$ cat config.mk
export PLATFORM = sky130hd
export DESIGN_NAME = fsq_cpu_flat
export DESIGN_NICKNAME = d
export VERILOG_FILES = /design/src/design/fsq_pkg.sv /design/src/design/fsq_if.sv /design/src/design/fsq_cpu.sv /design/src/flat_wrapper.sv
export SDC_FILE = /design/constraint.sdc
export NUM_CORES = 1
export LEC_CHECK = 0
export BUFFER_PORTS_ARGS = -buffer_cell sky130_fd_sc_hd__clkbuf_2
export CAP_MARGIN = 10
export CORE_ASPECT_RATIO = 0.75
export CORE_UTILIZATION = 30
export CTS_BUF_LIST = sky130_fd_sc_hd__clkbuf_8
export CTS_CLUSTER_DIAMETER = 100
export CTS_CLUSTER_SIZE = 25
export DETAILED_ROUTE_END_ITERATION = 10
export PLACE_DENSITY_LB_ADDON = 0.05
export SLEW_MARGIN = 20
export SYNTH_ARGS = -nofsm -noshare
export SYNTH_HDL_FRONTEND = slang
export SYNTH_SLANG_ARGS = --single-unit
$ cat constraint.sdc
create_clock -name core_clk -period 2.2 [get_ports core_clk]
set_input_delay 0.11 -clock core_clk [delete_from_list [all_inputs] [get_ports core_clk]]
set_output_delay 0.11 -clock core_clk [all_outputs]
set_load 0.02 [all_outputs]
$ cat src/design/fsq_pkg.sv
package fsq_pkg;
   // Command codes
   localparam logic [7:0] CMD_VERIFY = 8'h01;
   localparam logic [7:0] CMD_BYTE_WRITE = 8'h05;
   // Protected sequence values and watchdog restart code
   localparam logic [7:0] PROTECT_KEY = 8'hA5;
   localparam logic [7:0] MODE_SELF = 8'h01;
   localparam logic [7:0] MODE_SELF_INV = 8'hFE;
   localparam logic [7:0] MODE_NORMAL = 8'h00;
   localparam logic [7:0] MODE_NORMAL_INV = 8'hFF;
   localparam logic [7:0] WDT_RESTART = 8'hAC;
   // Status bit positions
   localparam int ST_PROTECT_BIT = 0;
   localparam int ST_VERIFY_BIT = 1;
   localparam int ST_WEPROT_BIT = 2;
   // Device register selects on the CPU side
   localparam logic [3:0] SEL_CMD = 4'h0;
   localparam logic [3:0] SEL_APH = 4'h1;
   localparam logic [3:0] SEL_APL = 4'h2;
   localparam logic [3:0] SEL_CMPH = 4'h3;
   localparam logic [3:0] SEL_CMPL = 4'h4;
   localparam logic [3:0] SEL_WBUF = 4'h5;
   localparam logic [3:0] SEL_STATUS = 4'h6;
   localparam logic [3:0] SEL_KEY = 4'h7;
   localparam logic [3:0] SEL_MODE = 4'h8;
   localparam logic [3:0] SEL_WDT = 4'h9;
   // Host software register offsets
   localparam logic [3:0] HOST_CTRL = 4'h0;
   localparam logic [3:0] HOST_BLOCK = 4'h1;
   localparam logic [3:0] HOST_ADDR = 4'h2;
   localparam logic [3:0] HOST_END = 4'h3;
   localparam logic [3:0] HOST_DATA = 4'h4;
   localparam logic [3:0] HOST_STAT = 4'h5;
   // Host control codes (written to HOST_CTRL)
   localparam logic [7:0] HC_ENTER = 8'h01;
   localparam logic [7:0] HC_LEAVE = 8'h02;
   localparam logic [7:0] HC_WRITE = 8'h03;
   localparam logic [7:0] HC_VERIFY = 8'h04;
   // Timing: one flash byte program in cycles
   localparam logic [7:0] PROG_CYCLES = 8'h08;
endpackage

$ cat src/design/fsq_if.sv
`timescale 1ns/1ps
interface fsq_if;
   logic reg_wr; // CPU register write strobe
   logic [3:0] reg_sel; // Register select
   logic [7:0] reg_wdata; // Write data
   logic [7:0] status; // Flash status register value
   logic self_mode; // Self-programming mode active
   logic halt; // CPU executes HALT, one-cycle pulse
   logic busy; // Command running, CPU held halted
   modport dev (input reg_wr, reg_sel, reg_wdata, halt, output status, self_mode, busy);
   modport cpu (output reg_wr, reg_sel, reg_wdata, halt, input status, self_mode, busy);
endinterface

$ cat src/design/fsq_cpu.sv
`timescale 1ns/1ps
// CPU end: runs the user self-programming sequences from host register orders
module fsq_cpu
(
   input wire logic core_clk, // Core clock
   input wire logic sys_rst, // Synchronous reset, active high
   fsq_if.cpu dev, // Device side
   input wire logic [3:0] sw_addr, // Host register offset
   input wire logic [7:0] sw_wdata, // Host write data
   input wire logic sw_wr, // Host write strobe
   input wire logic sw_rd, // Host read strobe
   output logic [7:0] sw_rdata, // Host read data, cycle after strobe
   output logic wdt_kick // Watchdog restart pulse
);
   typedef enum logic [3:0] {
      CS_IDLE = 4'b0001,
      CS_WR = 4'b0010,
      CS_WAIT = 4'b0100,
      CS_CHECK = 4'b1000
   } fsq_cpu_state_t;

   typedef struct packed {
      fsq_cpu_state_t st;
      logic [7:0] op;
      logic [7:0] blk;
      logic [7:0] addr;
      logic [7:0] endaddr;
      logic [7:0] data;
      logic [7:0] result; // Last status seen, or 04H for a write or verify refused outside self mode
      logic done;
      logic [3:0] step;
      logic wr;
      logic [3:0] sel;
      logic [7:0] wd;
      logic halt;
      logic kick;
      logic [7:0] rdata;
   } fsq_cpu_s_t;

   fsq_cpu_s_t c_r, c_nxt;

   // Step table for each operation: select and value for a given step
   function automatic logic [12:0] step_entry(input logic [7:0] op, input logic [3:0] k,
                                              input logic [7:0] b, input logic [7:0] a,
                                              input logic [7:0] e, input logic [7:0] d);
      logic [12:0] r;
      logic [7:0] mv;
      logic [7:0] mi;
      r = {1'b0, 4'h0, 8'h00};
      mv = (op == fsq_pkg::HC_ENTER) ? fsq_pkg::MODE_SELF : fsq_pkg::MODE_NORMAL;
      mi = (op == fsq_pkg::HC_ENTER) ? fsq_pkg::MODE_SELF_INV : fsq_pkg::MODE_NORMAL_INV;
      if (op == fsq_pkg::HC_ENTER || op == fsq_pkg::HC_LEAVE)
      begin
         // Clear status, key, value, inverse, value [RULE_16] [RULE_18]
         if (k == 4'd0) r = {1'b1, fsq_pkg::SEL_STATUS, 8'h00};
         else if (k == 4'd1) r = {1'b1, fsq_pkg::SEL_KEY, fsq_pkg::PROTECT_KEY};
         else if (k == 4'd2) r = {1'b1, fsq_pkg::SEL_MODE, mv};
         else if (k == 4'd3) r = {1'b1, fsq_pkg::SEL_MODE, mi};
         else if (k == 4'd4) r = {1'b1, fsq_pkg::SEL_MODE, mv};
      end
      else
      begin
         if (k == 4'd0)
            r = {1'b1, fsq_pkg::SEL_CMD, (op == fsq_pkg::HC_WRITE) ?
                 fsq_pkg::CMD_BYTE_WRITE : fsq_pkg::CMD_VERIFY};
         else if (k == 4'd1) r = {1'b1, fsq_pkg::SEL_APH, b};
         else if (k == 4'd2) r = {1'b1, fsq_pkg::SEL_APL, a};
         else if (k == 4'd3) r = {1'b1, fsq_pkg::SEL_CMPH, b}; // Same as pointer [RULE_14]
         else if (k == 4'd4) r = {1'b1, fsq_pkg::SEL_CMPL, e};
         else if (k == 4'd5) r = {1'b1, fsq_pkg::SEL_WBUF, d};
         else if (k == 4'd6) r = {1'b1, fsq_pkg::SEL_STATUS, 8'h00}; // [RULE_06]
         else if (k == 4'd7) r = {1'b1, fsq_pkg::SEL_WDT, fsq_pkg::WDT_RESTART}; // [RULE_07]
      end
      return r;
   endfunction

   logic [12:0] ent;

   // Host commands, sequence stepping and status capture
   always_comb
   begin
      ent = step_entry(c_r.op, c_r.step, c_r.blk, c_r.addr, c_r.endaddr, c_r.data);
      c_nxt = c_r;
      c_nxt.wr = 1'b0;
      c_nxt.halt = 1'b0;
      c_nxt.kick = 1'b0;
      c_nxt.rdata = 8'h00;
      if (sw_rd)
      begin
         if (sw_addr == fsq_pkg::HOST_STAT)
            c_nxt.rdata = {dev.busy, dev.self_mode, (c_r.st != CS_IDLE), c_r.done,
                           1'b0, c_r.result[2:0]};
         else if (sw_addr == fsq_pkg::HOST_BLOCK)
            c_nxt.rdata = c_r.blk;
         else if (sw_addr == fsq_pkg::HOST_ADDR)
            c_nxt.rdata = c_r.addr;
         else if (sw_addr == fsq_pkg::HOST_END)
            c_nxt.rdata = c_r.endaddr;
         else if (sw_addr == fsq_pkg::HOST_DATA)
            c_nxt.rdata = c_r.data;
      end
      case (c_r.st)
         CS_IDLE:
         begin
            if (sw_wr)
            begin
               if (sw_addr == fsq_pkg::HOST_BLOCK) c_nxt.blk = sw_wdata;
               else if (sw_addr == fsq_pkg::HOST_ADDR) c_nxt.addr = sw_wdata;
               else if (sw_addr == fsq_pkg::HOST_END) c_nxt.endaddr = sw_wdata;
               else if (sw_addr == fsq_pkg::HOST_DATA) c_nxt.data = sw_wdata;
               else if (sw_addr == fsq_pkg::HOST_CTRL && sw_wdata >= fsq_pkg::HC_ENTER
                        && sw_wdata <= fsq_pkg::HC_VERIFY)
               begin
                  // Write and verify refused outside self mode [RULE_01]
                  if ((sw_wdata == fsq_pkg::HC_WRITE || sw_wdata == fsq_pkg::HC_VERIFY)
                      && !dev.self_mode)
                     c_nxt.result = 8'h04;
                  else
                  begin
                     c_nxt.op = sw_wdata;
                     c_nxt.step = 4'd0;
                     c_nxt.done = 1'b0;
                     c_nxt.st = CS_WR;
                  end
               end
            end
         end
         CS_WR:
         begin
            c_nxt.wr = ent[12];
            c_nxt.sel = ent[11:8];
            c_nxt.wd = ent[7:0];
            c_nxt.kick = ent[12] && (ent[11:8] == fsq_pkg::SEL_WDT);
            c_nxt.step = c_r.step + 4'd1;
            if (!ent[12])
            begin
               c_nxt.st = CS_WAIT;
               // HALT starts write or verify [RULE_08]
               c_nxt.halt = (c_r.op == fsq_pkg::HC_WRITE || c_r.op == fsq_pkg::HC_VERIFY);
               c_nxt.step = 4'd0;
            end
         end
         CS_WAIT:
         begin
            // Two cycles let the halt reach the device and busy come back
            c_nxt.step = c_r.step + 4'd1;
            if (c_r.step >= 4'd2 && !dev.busy)
               c_nxt.st = CS_CHECK;
         end
         CS_CHECK:
         begin
            // Any nonzero status is abnormal; a failed write needs erase [RULE_10] [RULE_11]
            c_nxt.result = dev.status;
            c_nxt.done = 1'b1;
            c_nxt.st = CS_IDLE;
         end
         default:
            c_nxt.st = CS_IDLE;
      endcase
      if (sys_rst)
      begin
         c_nxt = '0;
         c_nxt.st = CS_IDLE;
      end
   end

   // State register
   always_ff @(posedge core_clk)
   begin
      c_r <= c_nxt;
   end

   assign dev.reg_wr = c_r.wr;
   assign dev.reg_sel = c_r.sel;
   assign dev.reg_wdata = c_r.wd;
   assign dev.halt = c_r.halt;
   assign sw_rdata = c_r.rdata;
   assign wdt_kick = c_r.kick;
endmodule

$ cat src/flat_wrapper.sv
// flat-port wrapper written by rule: the top's interface ports become plain ports
module fsq_cpu_flat 
  (core_clk, sys_rst, sw_addr, sw_wdata, sw_wr, sw_rd, sw_rdata, wdt_kick, dev_reg_wr, dev_reg_sel, dev_reg_wdata, dev_halt, dev_status, dev_self_mode, dev_busy);
  fsq_if dev_i ();
  input wire logic core_clk;
  input wire logic sys_rst;
  input wire logic [3:0] sw_addr;
  input wire logic [7:0] sw_wdata;
  input wire logic sw_wr;
  input wire logic sw_rd;
  output logic [7:0] sw_rdata;
  output logic wdt_kick;
  output wire logic [$bits(dev_i.reg_wr)-1:0] dev_reg_wr;
  output wire logic [$bits(dev_i.reg_sel)-1:0] dev_reg_sel;
  output wire logic [$bits(dev_i.reg_wdata)-1:0] dev_reg_wdata;
  output wire logic [$bits(dev_i.halt)-1:0] dev_halt;
  input wire logic [$bits(dev_i.status)-1:0] dev_status;
  input wire logic [$bits(dev_i.self_mode)-1:0] dev_self_mode;
  input wire logic [$bits(dev_i.busy)-1:0] dev_busy;
  assign dev_reg_wr = dev_i.reg_wr;
  assign dev_reg_sel = dev_i.reg_sel;
  assign dev_reg_wdata = dev_i.reg_wdata;
  assign dev_halt = dev_i.halt;
  assign dev_i.status = dev_status;
  assign dev_i.self_mode = dev_self_mode;
  assign dev_i.busy = dev_busy;
  fsq_cpu u_core (.core_clk(core_clk), .sys_rst(sys_rst), .dev(dev_i), .sw_addr(sw_addr), .sw_wdata(sw_wdata), .sw_wr(sw_wr), .sw_rd(sw_rd), .sw_rdata(sw_rdata), .wdt_kick(wdt_kick));
endmodule
==> metrics.md, run 1 <==
| Metric | Value |
|---|---|
| Status | `completed` |
| CTS H-tree lvls | `3` |
| Vias in the first global route | `3542` |
| Clk sinks | `75` |
| Initial antenna violation count | `0` |
| P per Cell Area | `581.6 nW/µm²` |
| Combinational power share | `6.2%` |
| Setup Crit Path Kind | `reg -> reg` |
| Synth Warn # | `0` |
| Port bufs | `43` |
| Period minus WS final | `2.049 ns` |
| Startpoint Class | `flop` |
| Post-Syn Nets | `539` |
| DRT Wirelength | `13720 µm` |
| DR vias | `3814` |
| Fillers | `1413` |
| Data arrival time of the worst path | `2.28 ns` |
| Post-synth EDFFs | `0` |
| Slew at the pin closest to its max-slew limit | `0.5908 ns` |
| Flop pwr share | `49.8%` |
| Area Growth Syn to Fin | `15.76%` |
| CTS tree | `yes` |
| Max VDD drop | `0.3101 mV` |
| Max_cap viols | `0` |
| Post-synthesis register bit count | `75` |
| # rows | `36` |
| Min-delay worst type | `in -> reg` |
| Drt drc | `0` |
| Internal power | `2.083 mW` |
| Slew Viols, Final | `0` |
| Clock share of power | `43.9%` |
| Fin crit share | `93.13%` |
| Gp weighted congestion | `0.8180` |
| Avg Inst Size Synth | `8.050 µm²` |
| NetSw | `0.6752 mW` |
| Fraction of layout cells with a size suffix above 1 | `21.17%` |
| CTS buffer count | `9` |
| Post-synth cell types | `74` |
| Hpwl dp | `10360 µm` |
| Relative slew slack | `60.38%` |
| Post-Synthesis Cells | `509` |
| WL/cell | `19.08 µm` |
| Global-route wire length before repair | `21520 µm` |
| Nets@finish | `574` |
| Setup_tns | `0 ns` |
| CTS root buffer | `clkbuf_8` |
| CP required | `2.43 ns` |
| Total grt overflow | `0` |
| Initial Util | `31.15%` |
| Worst-case clock buffer depth | `2` |
| Unrepaired setup endpoints after global routing | `true` |
| Fin. Hold Viols | `0` |
| Nature of the critical path endpoint | `flop` |
| Most frequent cells in the layout | `dfxtp_1, nand2_1, a21oi_1, nor2_1, clkbuf_2` |
| Crit Path Max Fanout | `8` |
| DRT Pass-1 Iters | `5` |
| Die Area | `14140 µm²` |
| Routed vias/inst | `5.305` |
| Placeable Area | `13150 µm²` |
| Power Total | `2.759 mW` |
| Final setup violation count | `0` |
| F_max | `0.4881 GHz` |
| Clk_lat worst skew | `0.37 ns` |
| Sequential area share after synthesis | `36.64%` |
| Static leakage | `1.852 nW` |
| 1st-iter DRT viols | `308` |
| Boundary Pins | `49` |
| Final core utilization | `36.06%` |
| Async set-reset flop share out of synthesis | `0%` |
| Worst Skew | `0.01099 ns` |
| Final ANT Viol Nets | `0` |
| Die Wd | `137.0 µm` |
| Die Y | `103.2 µm` |
| Most common cell after layout, fill and taps aside | `dfxtp_1` |
| Sw Share | `24.48%` |
| Global Route Usage Sum | `20.66%` |
| Synthesized cell area | `4098 µm²` |
| CTS clk-pin slew, worst paths | `0.08 ns` |
| Synth Flop Type | `dfxtp_1` |
| Largest net degree at the start of global routing | `37` |
| Antenna cells | `0` |
cell usage after synthesis (all sizes together), types with 6 or more instances:
| master | instances | area share, % |
|---|---|---|
| dfxtp | 75 | 37 |
| nand2 | 69 | 6.3 |
| a21oi | 50 | 6.2 |
| nor2 | 46 | 4.2 |
| buf | 28 | 4.8 |
| clkbuf | 27 | 2.5 |
| o21ai | 17 | 2.1 |
| mux2i | 16 | 3.9 |
| nor2b | 14 | 2.1 |
| inv | 13 | 1.2 |
| nand3 | 13 | 1.9 |
| a311oi | 9 | 1.9 |
| nand2b | 9 | 1.4 |
| and3 | 8 | 1.3 |
| a211oi | 7 | 1.3 |
| nor3 | 7 | 0.98 |
| o211ai | 7 | 1.3 |
| a22oi | 6 | 1.1 |
| a32oi | 6 | 1.3 |
| and2 | 6 | 0.95 |
timing repair:
item                                    CTS  global route
endpoints found under the hold margin     3             0
gates resized for setup                   0             6
hold buffers                              3             0
setup buffers                             0             0
endpoints found under the setup margin    0            22
cell families after synthesis:
family                   count (synthesis)  share of synthesized area, %
XOR/XNOR                                 2                        0.6108
adder cells (fa/ha/maj)                  4                         1.221
multiplexers                            18                         4.458
AND/OR/NAND/NOR                        199                         25.44
buffers and inverters                   68                         8.427
AO/OA/AOI/OAI                          143                         23.21
flip-flops                              75                         36.64
critical path: stages (launching register included):
cell and delay (ns):
dfxtp_1 0.32, or4b_4 0.60, nor4b_4 0.43, nand2_1 0.33
nand2_1 0.16, a21oi_1 0.07
power groups by stage:
| stage | registers (mW) | clock network (mW) | logic [mW] |
|---|---|---|---|
| floorplan | 1.40 | 0 | 0.0937 |
| finish | 1.37 | 1.21 | 0.172 |
| detailed placement | 1.41 | 0 | 0.166 |
| CTS | 1.37 | 1.25 | 0.170 |
| global placement | 1.41 | 0 | 0.166 |
| global route | 1.38 | 1.31 | 0.189 |
final timing paths:
kind | from | slack [ns] | to | depth (start not counted)
setup reg to reg | u_core.c_r[79]$_SDFFE_PP0P_ | 0.15 | u_core.c_r[56]$_SDFFE_PP0P_ | 5
setup / recovery | u_core.c_r[79]$_SDFFE_PP0P_ | 0.15 | u_core.c_r[56]$_SDFFE_PP0P_ | 5
hold reg to reg | u_core.dev.reg_sel[3]$_SDFFE_PP0P_ | 0.47 | u_core.dev.reg_sel[3]$_SDFFE_PP0P_ | 2
hold / removal | dev_status[2] | 0.02 | u_core.c_r[30]$_SDFFE_PP0P_ | 2
layer usage:
metal	share of wire [%]	GRT usage, %
met2	40	28.67
met3	5.2	3.899
met5	0	0
met1	54	32.09
met4	0.85	4.818
flip-flops by register name (all words and copies together) (netlist names):
register / flops
u_core.c_r: 52
u_core.dev.halt: 1
u_core.dev.reg_sel: 4
u_core.dev.reg_wdata: 8
u_core.dev.reg_wr: 1
u_core.sw_rdata: 8
u_core.wdt_kick: 1
metrics by stage:
step / setup slack [ns] / std cells / instance area [µm²] / hold slack, ns
6_report: 0.1512 / 719 / 4743 / 0.02441
5_1_grt: -0.02404 / 719 / 4743 / 0.02034
4_1_cts: 0.1041 / 719 / 4723 / 0.009491
3_5_place_dp: 0.1268 / 701 / 4478 / 0.3756
3_3_place_gp: 0.1441 / 701 / 4478 / 0.3720
2_1_floorplan: 0.2978 / 509 / 4098 / 0.1887
area by class of cell:
class	count	area, µm²	area share, %
well taps	171	214.0	4.511
flip-flops and latches	75	1501	31.65
multi-input cells	366	2271	47.88
clock buffers	10	137.6	2.902
inverters	13	48.80	1.029
repair buffers	79	493.0	10.39
clock inverters	5	77.57	1.635
Power figures use the tool's default switching activity.
==> inputs of run 2 (changes only) <==
--- a/config.mk
+++ b/config.mk
@@ -7,8 +7,8 @@
 export LEC_CHECK = 0
 export BUFFER_PORTS_ARGS = -buffer_cell sky130_fd_sc_hd__clkbuf_2
 export CAP_MARGIN = 10
-export CORE_ASPECT_RATIO = 0.75
-export CORE_UTILIZATION = 30
+export CORE_ASPECT_RATIO = 1.4
+export CORE_UTILIZATION = 60
 export CTS_BUF_LIST = sky130_fd_sc_hd__clkbuf_8
 export CTS_CLUSTER_DIAMETER = 100
 export CTS_CLUSTER_SIZE = 25
==> run 2 against run 1 <==
Fmax shrank 0.90%. Count of clock-buffer cells in the layout fell by 1. Combinational power fell by 8%. Cell area decreased by 3.5%. Die area shrank 49%. Hold slack got worse by 0.016 ns. Critical endpoint is now u_core.dev.reg_wdata[2]$_SDFFE_PP0P_. Largest power group unchanged.
==> metrics.md, run 2 (synthesis gave the netlist of run 1 again) <==
| Metric | Value |
|---|---|
| Slew at the pin closest to its max-slew limit | `0.5389 ns` |
| Hold Slack | `0.008545 ns` |
| DRT Wirelength | `11750 µm` |
| Hpwl dp | `8557 µm` |
| Reg2reg start | `u_core.c_r[24]$_SDFFE_PP0P_` |
| Clk_lat worst skew | `0.35 ns` |
| Nets@finish | `566` |
| Final Cell Area | `4577 µm²` |
| Die Y | `99.78 µm` |
| CTS clk-pin slew, worst paths | `0.08 ns` |
| Initial Util | `61.97%` |
| Layout Cells excl Fill | `633` |
| Largest net degree at the start of global routing | `38` |
| Launch point of the worst path | `u_core.c_r[24]$_SDFFE_PP0P_` |
| Min-delay worst type | `in -> reg` |
| CTS H-tree lvls | `3` |
| Final setup violation count | `0` |
| Startpoint Class | `flop` |
| Port bufs | `43` |
| Antenna cells | `0` |
| Unrepaired setup endpoints after global routing | `true` |
| Largest reg by FF count | `u_core.c_r` |
| Worst R2R Path Depth | `7` |
| Relative slew slack | `64.00%` |
| Most common cell after layout, fill and taps aside | `dfxtp_1` |
| Period minus WS final | `2.067 ns` |
| Setup Crit Path Kind | `reg -> reg` |
| Worst Skew | `0.007131 ns` |
| Wl on met1 | `4582 µm` |
| Final ANT Viol Nets | `0` |
| Fraction of layout cells with a size suffix above 1 | `19.96%` |
| Gp weighted congestion | `1.009` |
| Initial antenna violation count | `0` |
| Max VDD drop | `0.5830 mV` |
| Placeable Area | `6613 µm²` |
| Pre-CTS setup slack | `0.1535 ns` |
| Cell count along the critical path | `7` |
| Crit-path cells | `inv_1 > ha_1 > buf_4 > and3b_1 > nor4_1 > nand3_1 > a311oi_1` |
| Fillers | `574` |
| Max_cap viols | `0` |
| WL/cell | `18.56 µm` |
| Worst Slack Setup Final | `0.1326 ns` |
| R2R Path End | `u_core.dev.reg_wdata[2]$_SDFFE_PP0P_` |
| Max layer used | `met4` |
| Crit path max-delay family | `simple AND/OR/NAND/NOR gates` |
| DR vias | `3974` |
| Global-route wire length before repair | `18650 µm` |
| Placed cells | `616` |
| CTS tree | `yes` |
| Max reg flops | `52` |
| Clk sinks | `75` |
| 1st-iter DRT viols | `345` |
| R2R Setup Slk | `0.13 ns` |
| CTS buffer count | `9` |
| Status | `completed` |
| Fin. Hold Viols | `0` |
| Area Growth Syn to Fin | `11.69%` |
| CP required | `2.46 ns` |
| Worst-case clock buffer depth | `2` |
| Vias in the first global route | `3659` |
| Met2 WL | `5699 µm` |
| Critical path capture point | `u_core.dev.reg_wdata[2]$_SDFFE_PP0P_` |
| # rows | `35` |
| Total grt overflow | `0` |
| Static leakage | `1.819 nW` |
| Most frequent cells in the layout | `dfxtp_1, nand2_1, a21oi_1, nor2_1, clkbuf_2` |
| Die Area | `7169 µm²` |
| Worst Path Buf+Inv | `2` |
| CP peak stage delay | `0.44 ns` |
| CTS root buffer | `clkbuf_8` |
| Power Total | `2.702 mW` |
| Routed wl met3 | `689 µm` |
| F_max | `0.4837 GHz` |
| Routed vias/inst | `6.278` |
| Data arrival time of the worst path | `2.33 ns` |
| Placement-stage cell area | `4334 µm²` |
| Slowest cell on the critical path | `dfxtp_1` |
| Die Wd | `71.85 µm` |
| Nature of the critical path endpoint | `flop` |
| Fin crit share | `93.97%` |
| Crit Path Max Fanout | `10` |
| Drt drc | `0` |
| Boundary Pins | `49` |
| Global Route Usage Sum | `34.24%` |
| Slew Viols, Final | `0` |
| DRT Pass-1 Iters | `5` |
| P per Cell Area | `590.3 nW/µm²` |
-- run 2: cell count changes in the layout (fill, tap and decap cells not counted), sizes merged --
cell	previous run	this run
buf	33	27
clkbuf	53	52
clkinv	2	3
dlygate4sd3	3	1
inv	13	14
-- run 2: metal layers --
metal / global-route usage [%] / up-vias
met1: 39.82 / 1874
li1: - / 1860
met2: 57.47 / 184
met4: 22.47 / 0
met3: 5.723 / 56
met5: 0 / -
-- run 2: through the flow --
| step | utilization, % | TNS [ns] |
|---|---|---|
| finish | 69.21 | 0 |
| global route | 69.21 | -0.01165 |
| CTS | 68.99 | 0 |
| detailed placement | 65.54 | 0 |
| global placement | 65.54 | 0 |
| floorplan | - | 0 |
-- run 2: repair_timing --
item | 4_1_cts | 5_1_grt
endpoints found under the hold margin | 1 | 0
endpoints found under the setup margin | 0 | 13
buffers inserted | 0 | 0
hold buffers | 1 | 0
gates resized for setup | 0 | 5
-- run 2: how the worst min path moves through the flow --
stage,startpoint,endpoint,cells after the start
2_1_floorplan,dev_busy,u_core.c_r[79]$_SDFFE_PP0P_,1
6_report,dev_status[1],u_core.c_r[29]$_SDFFE_PP0P_,3
4_1_cts,dev_status[1],u_core.c_r[29]$_SDFFE_PP0P_,3
5_1_grt,dev_status[1],u_core.c_r[29]$_SDFFE_PP0P_,3
3_5_place_dp,dev_busy,u_core.c_r[79]$_SDFFE_PP0P_,2
3_3_place_gp,dev_busy,u_core.c_r[79]$_SDFFE_PP0P_,2
-- run 2: worst register-to-register path, delay by kind of cell (launching register included) --
family	cells	cell delay [ns]
compound gates	1	0.27
fa+ha+maj	1	0.32
buf+inv	2	0.33
flops	1	0.44
simple gates	3	0.63
-- run 2: area by class of cell --
type	instances	area (µm²)	share of cell area, %
inverter	13	48.80	1.066
multi-input combinational	366	2266	49.51
sequential	75	1501	32.80
tap	92	115.1	2.515
clock buffer	9	123.9	2.706
timing repair buffer	71	427.9	9.349
clock inverter	7	93.84	2.050
-- run 2: power by group --
part / total [mW] / switching, mW / leakage [nW] / internal [mW]
Sequential: 1.37 / 0.00947 / 0.605 / 1.37
Clock: 1.17 / 0.532 / 0.111 / 0.636
Combinational: 0.159 / 0.105 / 1.10 / 0.0536
